--- config.mk ---
export PLATFORM = sky130hd
export DESIGN_NAME = lowfreq_watchdog_reset
export DESIGN_NICKNAME = d
export VERILOG_FILES = /design/src/common/wdt_pkg.sv /design/src/common/wdt_if.sv /design/src/hw/lf_tick_sync.sv /design/src/hw/watchdog_counter.sv /design/src/hw/lowfreq_watchdog_reset.sv
export SDC_FILE = /design/constraint.sdc
export NUM_CORES = 1
export LEC_CHECK = 0
export BUFFER_PORTS_ARGS = -buffer_cell sky130_fd_sc_hd__buf_4
export CAP_MARGIN = 20
export CORE_ASPECT_RATIO = 1.5
export CORE_UTILIZATION = 45
export DETAILED_ROUTE_END_ITERATION = 8
export PLACE_DENSITY = 0.74
export SYNTH_ARGS = -nofsm -noshare
export SYNTH_HDL_FRONTEND = slang
export SYNTH_SLANG_ARGS = --single-unit
export TNS_END_PERCENT = 100
--- constraint.sdc ---
create_clock -name pclk -period 3.1 [get_ports pclk]
set_input_delay 0.465 -clock pclk [delete_from_list [all_inputs] [get_ports pclk]]
set_output_delay 0.465 -clock pclk [all_outputs]
set_load 0.03 [all_outputs]
--- src/common/wdt_pkg.sv ---
// constants, offsets and helpers for the low-frequency watchdog
//
// Behaviour
// - An overflow of the watchdog counter raises a system reset request that resets the whole controller.
// - After any system reset the watchdog runs at once, with no software action, at its longest timeout.
// - While unlocked, software may disable the watchdog so that no overflow reset can happen.
// - Once locked on, every attempt to disable it is ignored until the next system reset.
// - While locked, every change to the configuration, timeout included, is refused until a system reset.
// - An overflow reset never drives or changes the external reset pin.
// - The counter advances on the internal low-frequency oscillator, not the system clock, with a selectable timeout.
// - Leaving a watchdog reset, execution restarts at address zero on an internal clock with the watchdog on.
package wdt_pkg;

    // ****************************************************************
    // register map
    // ****************************************************************
    localparam int              ADDR_W        = 12;
    localparam logic [11:0]     CTRL_OFF      = 12'h000;
    localparam logic [11:0]     KICK_OFF      = 12'h004;
    localparam logic [11:0]     STAT_OFF      = 12'h008;
    localparam logic [11:0]     COUNT_OFF     = 12'h00C;

    // ****************************************************************
    // fields
    // ****************************************************************
    localparam int              EN_BIT        = 0;
    localparam int              LOCK_BIT      = 1;
    localparam int              SEL_LSB       = 2;
    localparam int              SEL_W         = 3;
    localparam int              REJ_BIT       = 2;
    localparam int              REQ_BIT       = 3;
    localparam int              KEY_W         = 8;
    localparam logic [7:0]      KICK_KEY      = 8'hA5;

    // ****************************************************************
    // reset values
    // ****************************************************************
    localparam logic            EN_RST        = 1'b1;
    localparam logic            LOCK_RST      = 1'b0;
    localparam logic [2:0]      SEL_RST       = 3'h7;
    localparam logic [15:0]     RESET_VECTOR  = 16'h0000;
    localparam logic            BOOT_CLK_INT  = 1'b1;

    // ****************************************************************
    // counter sizing
    // ****************************************************************
    localparam int              CNT_W         = 14;
    localparam int              TMO_BASE      = 6;

    // overflow point for a timeout selection: 2^(base+sel) oscillator ticks
    function automatic logic [CNT_W-1:0] tmo_limit(input logic [SEL_W-1:0] sel);
        logic [CNT_W:0] one_hot;
        one_hot = '0;
        one_hot[TMO_BASE + int'(sel)] = 1'b1;
        return CNT_W'(one_hot - 1'b1);
    endfunction

endpackage

--- src/common/wdt_if.sv ---
// signals between the watchdog control, tick synchroniser and counter
`timescale 1ns/1ns
`default_nettype none
interface wdt_if;
    logic                           tick;
    logic                           run;
    logic                           kick;
    logic [wdt_pkg::SEL_W-1:0]      sel;
    logic [wdt_pkg::CNT_W-1:0]      count;
    logic                           overflow;

    modport src  (output tick);
    modport ctl  (output run, kick, sel, input count, overflow);
    modport core (input tick, run, kick, sel, output count, overflow);
endinterface
`default_nettype wire

--- src/hw/lf_tick_sync.sv ---
// brings the low-frequency oscillator into the pclk domain as a one-cycle tick
`timescale 1ns/1ns
`default_nettype none
module lf_tick_sync
    import wdt_pkg::*;
(
    input  wire logic   pclk,
    input  wire logic   presetn,
    input  wire logic   low_freq_osc,
    wdt_if.src          wd
);
    logic               meta_r;
    logic               sync_r;
    logic               prev_r;

    // ****************************************************************
    // two-stage synchroniser and rising edge detect
    // ****************************************************************
    always_ff @(posedge pclk or negedge presetn)
    begin
        if (!presetn)
        begin
            meta_r <= 1'b0;
            sync_r <= 1'b0;
            prev_r <= 1'b0;
        end
        else
        begin
            meta_r <= low_freq_osc;
            sync_r <= meta_r;
            prev_r <= sync_r;
        end
    end

    assign wd.tick = sync_r & ~prev_r;
endmodule
`default_nettype wire

--- src/hw/watchdog_counter.sv ---
// watchdog up-counter on low-frequency ticks with sticky overflow
`timescale 1ns/1ns
`default_nettype none
module watchdog_counter
    import wdt_pkg::*;
(
    input  wire logic   pclk,
    input  wire logic   presetn,
    wdt_if.core         wd
);
    logic [CNT_W-1:0]   count_r;
    logic               ovf_r;
    logic               at_limit;

    assign at_limit = (count_r == tmo_limit(wd.sel));

    // ****************************************************************
    // counter
    // ****************************************************************
    always_ff @(posedge pclk or negedge presetn)
    begin
        if (!presetn)
        begin
            count_r <= '0;
        end
        else if (!wd.run || wd.kick)
        begin
            count_r <= '0;
        end
        else if (wd.tick && !at_limit)
        begin
            count_r <= count_r + 1'b1;
        end
    end

    // ****************************************************************
    // overflow, held until system reset
    // ****************************************************************
    always_ff @(posedge pclk or negedge presetn)
    begin
        if (!presetn)
        begin
            ovf_r <= 1'b0;
        end
        else if (wd.run && !wd.kick && wd.tick && at_limit)
        begin
            ovf_r <= 1'b1;
        end
    end

    assign wd.count    = count_r;
    assign wd.overflow = ovf_r;
endmodule
`default_nettype wire

--- src/hw/lowfreq_watchdog_reset.sv ---
// watchdog top: apb registers, lock control and system reset request
//
// Local design decisions: the address map and register access over APB.
`timescale 1ns/1ns
`default_nettype none
module lowfreq_watchdog_reset
    import wdt_pkg::*;
(
    input  wire logic                       pclk,
    input  wire logic                       presetn,
    input  wire logic                       psel,
    input  wire logic                       penable,
    input  wire logic                       pwrite,
    input  wire logic [wdt_pkg::ADDR_W-1:0] paddr,
    input  wire logic [31:0]                pwdata,
    output var  logic [31:0]                prdata,
    output logic                            pready,
    output logic                            pslverr,
    input  wire logic                       low_freq_osc,
    output var  logic                       sys_reset_req,
    output logic                            ext_rst_pin_oe,
    output logic [15:0]                     reset_vector,
    output logic                            boot_clk_internal
);
    import wdt_pkg::*;

    // ****************************************************************
    // declarations
    // ****************************************************************
    wdt_if                  wd ();

    logic                   en_r;
    logic                   lock_r;
    logic [SEL_W-1:0]       sel_r;
    logic                   rej_r;
    logic                   req_r;
    logic [31:0]            rdata_r;

    logic                   setup;
    logic                   access;
    logic                   wr;
    logic                   mapped;
    logic                   wr_ctrl;
    logic                   wr_kick;
    logic                   wr_stat;
    logic                   ctrl_refused;
    logic [31:0]            rd_mux;

    // ****************************************************************
    // submodules
    // ****************************************************************
    lf_tick_sync u_sync
    (
        .pclk         (pclk),
        .presetn      (presetn),
        .low_freq_osc (low_freq_osc),
        .wd           (wd.src)
    );

    watchdog_counter u_counter
    (
        .pclk    (pclk),
        .presetn (presetn),
        .wd      (wd.core)
    );

    // ****************************************************************
    // apb decode
    // ****************************************************************
    assign setup   = psel & ~penable;
    assign access  = psel & penable;
    assign wr      = access & pwrite;

    always_comb
    begin
        case (paddr)
            CTRL_OFF,
            KICK_OFF,
            STAT_OFF,
            COUNT_OFF: mapped = 1'b1;
            default:   mapped = 1'b0;
        endcase
    end

    assign wr_ctrl      = wr & (paddr == CTRL_OFF);
    assign wr_kick      = wr & (paddr == KICK_OFF) & (pwdata[KEY_W-1:0] == KICK_KEY);
    assign wr_stat      = wr & (paddr == STAT_OFF);
    assign ctrl_refused = wr_ctrl & lock_r;

    // zero wait states; unmapped addresses answer with an error
    assign pready  = 1'b1;
    assign pslverr = access & ~mapped;

    // ****************************************************************
    // enable, reset to running after every system reset
    // ****************************************************************
    always_ff @(posedge pclk or negedge presetn)
    begin
        if (!presetn)
        begin
            en_r <= EN_RST;
        end
        else if (wr_ctrl && !lock_r)
        begin
            // locking forces the watchdog on
            en_r <= pwdata[EN_BIT] | pwdata[LOCK_BIT];
        end
    end

    // ****************************************************************
    // lock, cleared only by system reset
    // ****************************************************************
    always_ff @(posedge pclk or negedge presetn)
    begin
        if (!presetn)
        begin
            lock_r <= LOCK_RST;
        end
        else if (wr_ctrl && pwdata[LOCK_BIT])
        begin
            lock_r <= 1'b1;
        end
    end

    // ****************************************************************
    // timeout selection, longest after reset
    // ****************************************************************
    always_ff @(posedge pclk or negedge presetn)
    begin
        if (!presetn)
        begin
            sel_r <= SEL_RST;
        end
        else if (wr_ctrl && !lock_r)
        begin
            sel_r <= pwdata[SEL_LSB +: SEL_W];
        end
    end

    // ****************************************************************
    // refused-write flag, write 1 to clear, set wins
    // ****************************************************************
    always_ff @(posedge pclk or negedge presetn)
    begin
        if (!presetn)
        begin
            rej_r <= 1'b0;
        end
        else if (ctrl_refused)
        begin
            rej_r <= 1'b1;
        end
        else if (wr_stat && pwdata[REJ_BIT])
        begin
            rej_r <= 1'b0;
        end
    end

    // ****************************************************************
    // system reset request, held until the reset arrives
    // ****************************************************************
    always_ff @(posedge pclk or negedge presetn)
    begin
        if (!presetn)
        begin
            req_r <= 1'b0;
        end
        else if (wd.overflow)
        begin
            req_r <= 1'b1;
        end
    end

    assign sys_reset_req = req_r;

    // internal reset only: the pin driver is never enabled
    assign ext_rst_pin_oe = 1'b0;

    // restart point and clock choice seen by the core after reset
    assign reset_vector      = RESET_VECTOR;
    assign boot_clk_internal = BOOT_CLK_INT;

    // ****************************************************************
    // counter control
    // ****************************************************************
    assign wd.run  = en_r;
    assign wd.kick = wr_kick;
    assign wd.sel  = sel_r;

    // ****************************************************************
    // read data, captured in the setup cycle
    // ****************************************************************
    always_comb
    begin
        rd_mux = '0;
        case (paddr)
            CTRL_OFF:
            begin
                rd_mux[EN_BIT]               = en_r;
                rd_mux[LOCK_BIT]             = lock_r;
                rd_mux[SEL_LSB +: SEL_W]     = sel_r;
            end
            STAT_OFF:
            begin
                rd_mux[EN_BIT]               = en_r;
                rd_mux[LOCK_BIT]             = lock_r;
                rd_mux[REJ_BIT]              = rej_r;
                rd_mux[REQ_BIT]              = req_r;
            end
            COUNT_OFF:
            begin
                rd_mux[CNT_W-1:0]            = wd.count;
            end
            default:
            begin
                rd_mux = '0;
            end
        endcase
    end

    always_ff @(posedge pclk or negedge presetn)
    begin
        if (!presetn)
        begin
            rdata_r <= '0;
        end
        else if (setup && !pwrite)
        begin
            rdata_r <= rd_mux;
        end
    end

    assign prdata = rdata_r;
endmodule
`default_nettype wire

# ---- Yosys cells after proc, flatten, opt, wreduce, memory -nomap -nowiden
# Cells that the tools add are included.
dict set report totals {
  reg_bits 39
  output_inout_bits 53
  in_bits 50
}
dict set report classes {
  n_reduce_logical 19
  n_eq_ne 5
  n_mux 10
  magnitude_cmp 2
  bitwise_logic 14
  add_sub_neg 3
}
# cell count
set op_table {}
lappend op_table {{32-bit by 1-bit greater-or-equal comparator with 1-bit output, second input constant} 1}
lappend op_table {{32-bit by 6-bit < comparator with 1-bit output, second input constant} 1}
lappend op_table {{14-bit two-way mux} 2}
lappend op_table {{12-bit by 4-bit equality test with 1-bit output, second input constant} 2}
lappend op_table {{14-bit by 1-bit adder with 14-bit output, second input constant} 1}
lappend op_table {{14-bit equality test} 1}
lappend op_table {{14-bit by 1-bit subtractor with 14-bit output, second input constant} 1}
lappend op_table {{12-bit by 3-bit equality test with 1-bit output, second input constant} 1}
lappend op_table {{12-bit zero test} 1}
lappend op_table {{4-bit case mux with 3 select lines} 1}
lappend op_table {{1-bit bitwise AND} 10}
lappend op_table {{1-bit logical AND} 9}
lappend op_table {{9-bit two-way mux} 1}
lappend op_table {{8-bit equality test, second input constant} 1}
lappend op_table {{1-bit zero test} 5}
lappend op_table {{3-bit by 3-bit adder with 4-bit output, first input constant} 1}
lappend op_table {{1-bit demux with 4-bit select} 1}
lappend op_table {{1-bit two-way mux} 4}
lappend op_table {{2-bit nonzero test} 2}
lappend op_table {{4-bit OR reduction} 1}
lappend op_table {{1-bit NOT} 3}
lappend op_table {{1-bit case mux with 2 select lines} 1}
lappend op_table {{1-bit logical OR} 1}
lappend op_table {{1-bit bitwise OR} 1}

# ---- Longest topological paths before layout
dict set report depth {
  ltp_word 11
  depth_mapped 16
  ltp_nobuf 11
}

# ---- By module
# A second synthesis with hierarchy kept.
dict set report unflattened {
  hier_cells 318
  area_unflattened_um2 2931.6
}
# module area_per_inst_um2 cells_each seq_area_each_um2 instances
set modules_own_cells {}
lappend modules_own_cells {watchdog_counter 1556.5 189 375.4 1}
lappend modules_own_cells {lowfreq_watchdog_reset 1286.2 125 530.5 1}
lappend modules_own_cells {lf_tick_sync 88.8 4 75.1 1}

# ---- Worst setup path before layout
# OpenSTA, ideal clock, no wires.
dict set report synth_timing {
  kind {register to register}
  start {reg sel_r[1]}
  end {reg u_counter.count_r[11], in the netlist u_counter.wd.count[11]}
  arrival_time_ns 3.214
  t_required_ns 3.034
  setup_time_ns 0.066
  slack_ns -0.180
  stages_incl_launch_ff 16
  cell_sequence {dfstp_2 buf_4 inv_1 ha_1 buf_2 nand4_1 ha_1 buf_4 nor2b_1 a311oi_1 xnor2_1 a2111oi_2 and4b_4 buf_6 or4_1 nand2_1}
}
dict set report synth_between {
  elab_chain_len 10
  word_cells_on_any_way 11
  cone_classes {add/sub: 2; order compare: 2; eq/ne: 1; mux: 2; reduce/logical: 4}
}
# item line_no
set synth_lines {}
lappend synth_lines {{start, declared} lowfreq_watchdog_reset.sv:34} ;# logic [SEL_W-1:0] sel_r;
lappend synth_lines {{start signal, assigned} lowfreq_watchdog_reset.sv:136} ;# sel_r <= pwdata[SEL_LSB +: SEL_W];
lappend synth_lines {{3-bit by 3-bit adder with 4-bit output (*)} wdt_pkg.sv:54} ;# one_hot[TMO_BASE + int'(sel)] = 1'b1;
lappend synth_lines {{32-bit by 1-bit greater-or-equal comparator with 1-bit output (implied by the code) / 32-bit by 6-bit < comparator with 1-bit output (equally long branches)} wdt_pkg.sv:54}
lappend synth_lines {{1-bit logical AND (implied by the code)} wdt_pkg.sv:54}
lappend synth_lines {{1-bit two-way mux (implied by the code)} wdt_pkg.sv:54}
lappend synth_lines {{1-bit demux with 4-bit select (*)} -}
lappend synth_lines {{14-bit by 1-bit subtractor with 14-bit output (*)} wdt_pkg.sv:55} ;# return CNT_W'(one_hot - 1'b1);
lappend synth_lines {{14-bit equality test (*)} watchdog_counter.sv:15} ;# assign at_limit = (count_r == tmo_limit(wd.sel));
lappend synth_lines {{1-bit zero test (*)} watchdog_counter.sv:30} ;# else if (wd.tick && !at_limit)
lappend synth_lines {{1-bit logical AND (*)} watchdog_counter.sv:30}
lappend synth_lines {{2-bit nonzero test (no line) (*)} -}
lappend synth_lines {{end signal, assigned} watchdog_counter.sv:32} ;# count_r <= count_r + 1'b1;
lappend synth_lines {{end, declared} watchdog_counter.sv:11} ;# logic [CNT_W-1:0] count_r;
# Every way passes the cells marked *; elsewhere a longest branch is shown, timed or not.
# A chain may end at the register's enable or synchronous reset.

# ---- Worst setup path after layout
dict set report layout_timing {
  start {reg sel_r[2]}
  end {reg u_counter.count_r[7], in the netlist u_counter.wd.count[7]}
}
# The elaborated chain is that of the path after synthesis.

==> impl_metrics.csv <==
group,metric,value,unit
pwr,cellLeakagePower,1.57,nW
cts,cts_hold_buf,0,
critical_path,worst_ep_required_time,3.28,ns
cells_and_area,insertedDiodeCount,0,
placement,gp_congestion,0.793,
critical_path,worst_setup_path_start_kind,"flop",
pwr,p_switching,0.420,mW
global_route,grt_max_degree,40,
critical_path,crit_slowest_cell,"dfstp_2",
cts,cts_tree,"done",
global_route,first_global_vias,2202,
synthesis,yosys_warnings,0,
pwr,finalPower,1.25,mW
cts,numCtsBuffers,5,
critical_path,rrSetupSlack,0.09,ns
critical_path,arrival,3.19,ns
pwr,p_seq_share,49.1,%
critical_path,path_cells,"inv_2, ha_4, nand4_1, ha_4, buf_4, nor3b_1, xnor3_1, nand4_1, nor4_4, a31oi_4, clkbuf_16, a41o_1",
sta,slew_violations,0,
routing,drc,0,
pwr,worst_ir_drop_vdd,0.000277,V
pwr,pwr-share-clk,26.1,%
placement,dp_hpwl,4.39,mm
cells_and_area,layout_common_cells,"buf_4 (51), nand2_1 (40), conb_1 (37)",
pwr,internal_power,0.828,mW
global_route,grt_first_pass_wirelength,10.2,mm
sta,max_freq,0.332,GHz
sta,clock_skew,0.00342,ns
sta,max_slew_margin,35.2,%
global_route,grt.total_usage,19.5,%
synthesis,syn_area,2840,um^2
synthesis,synth_cell_type_count,63,
synthesis,syn_area_per_cell,8.81,um^2
die,rows,35,
routing,antenna_left,0,
sta,whs,0.128,ns
cts,clk_latency,0.29,ns
cells_and_area,syn_to_final_growth,17.6,%
sta,final-setup-viol-count,0,
global_route,antenna_found_initial,0,
cts,htreeDepth,2,
sta,tightest_slew,0.968,ns
job,drv_cap,0,
routing,routed_wl,6.36,mm
die,die_w,66.8,um
cts,numClockSinks,39,
sta,setup_slack,0.0921,ns
sta,fin_crit_sh,97.0,%
critical_path,slowest_delay,0.56,ns
cts,path_clk_slew,0.07,ns
sta,layout_min_cycle_time,3.01,ns
placement,dp_cells,417,
cells_and_area,drive_gt1_share,25.8,%
die,die-area,6630,um^2
synthesis,synth_edf_count,0,
die,pin_count,103,
die,start_util,46.2,%
pwr,p_sw_share,33.6,%
critical_path,critPathKind,"flop to flop",
sta,hold_viol,0,
placement,portBuffers,41,
cells_and_area,final_cells,435,
synthesis,synthFlopType,"dfrtp_1",
routing,vias,2387,
die,die_y,99.2,um
synthesis,ys_seq_elements,39,
synthesis,postSynth.asyncResetShare,100,%
synthesis,synth-seq-area-share,34.6,%
routing,initialDrtViolationCount,70,
critical_path,path_max_fanout,7,
routing,routedWlPerCell,14.6,um
routing,via_per_inst,5.49,
outcome,status,"completed",
routing,drtPass1Iterations,4,
synthesis,synthCells,322,
cells_and_area,final_common_cell,"buf_4",
cells_and_area,num-nets-final,414,
placement,pre_cts_ws,0.127,ns
critical_path,crit_path_end_kind,"flop",
cts,cts_buffer_depth,2,
cts,cts_root_buf,"clkbuf_8",
pwr,p_comb_share,24.9,%
pwr,power.density,375,nW/um^2
die,core_area,6130,um^2
global_route,globalRoute.totalOverflow,0,
hold_path,hold_path.class,"input pin to asynchronous set/reset pin",
==> power groups by stage <==
stage	sequential (mW)	combinational [mW]	clock (mW)
finish	0.613	0.310	0.325
global route	0.617	0.338	0.350
CTS	0.606	0.277	0.332
detailed placement	0.615	0.277	0
global placement	0.615	0.269	0
floorplan	0.613	0.223	0
==> final timing paths <==
path | startpoint | endpoint | cells after the start
setup / recovery | sel_r[2]$_DFFE_PN1P_ | u_counter.wd.count[7]$_DFFE_PN0P_ | 12
hold / removal | presetn | u_sync.prev_r$_DFF_PN0_ | 1
setup reg to reg | sel_r[2]$_DFFE_PN1P_ | u_counter.wd.count[7]$_DFFE_PN0P_ | 12
hold reg to reg | u_sync.meta_r$_DFF_PN0_ | u_sync.sync_r$_DFF_PN0_ | 0
max in group asynchronous | presetn | sel_r[2]$_DFFE_PN1P_ | 1
min in group pclk | low_freq_osc | u_sync.meta_r$_DFF_PN0_ | 1
==> what timing repair did <==
| action | CTS | global route |
|---|---|---|
| gates resized for setup | 0 | 20 |
| setup endpoints to repair | 0 | 7 |
| buffers inserted | 0 | 8 |
==> kinds of logic after synthesis <==
| group | after synthesis | share of synthesized area [%] |
|---|---|---|
| and+or+nand+nor | 137 | 25.7 |
| buffers and inverters | 64 | 15.5 |
| AOI/OAI and AO/OA | 60 | 15.8 |
| DFF | 39 | 34.6 |
| xor gates and xnor gates | 11 | 4.37 |
| muxes | 5 | 1.94 |
| adders and majority gates | 4 | 1.77 |
| other | 2 | 0.265 |
==> cell type report <==
class                   instances  area (um^2)
repair buffers                 54          439
clock inverters                 1         5.00
inverters                       5         21.3
fillers                       560         2800
multi-input cells             255         1720
well taps                      74         92.6
clock buffers                   7         76.3
flip-flops and latches         39          981
==> per-stage QoR <==
| stage | setup TNS, ns | cell area [um^2] | util (%) |
|---|---|---|---|
| 6_report | 0 | 3330 | 54.4 |
| 5_1_grt | -0.0975 | 3330 | 54.4 |
| 4_1_cts | 0 | 3100 | 50.6 |
| 3_5_place_dp | 0 | 3020 | 49.3 |
| 3_3_place_gp | 0 | 3020 | 49.3 |
| 2_1_floorplan | 0 | 3020 | - |
==> worst max-delay path: cells and delay by family (launching register included) <==
family	cells	cell delay [ns]
and+or+nand+nor	4	0.84
DFF	1	0.56
adders and majority gates	2	0.52
buffers and inverters	3	0.37
AOI/OAI and AO/OA	2	0.37
xor gates and xnor gates	1	0.24
==> synthesized netlist by cell type (all sizes together) (5+ instances only) <==
cell     n  area share, %
o211ai   6            1.6
clkbuf  11            1.5
nand3   16            2.8
a31o     7            2.2
inv      5           0.66
and3     7            1.5
a21oi   14            2.7
dfrtp   35             31
or4      5            1.3
xnor2    7            2.2
buf     48             13
nor2    24            3.2
o21ai    8            1.4
nand4    7            1.5
nand2   40            5.3
nand2b   8            1.8
==> metal layers <==
metal | vias to the layer above | GRT usage, % | share of wire [%]
met5 | - | 0 | 0
li1 | 1141 | - | -
met1 | 1163 | 25.1 | 42
met3 | 15 | 2.29 | 3.3
met4 | 0 | 8.67 | 2.7
met2 | 68 | 32.2 | 52
(Power assumes the default switching activity.)
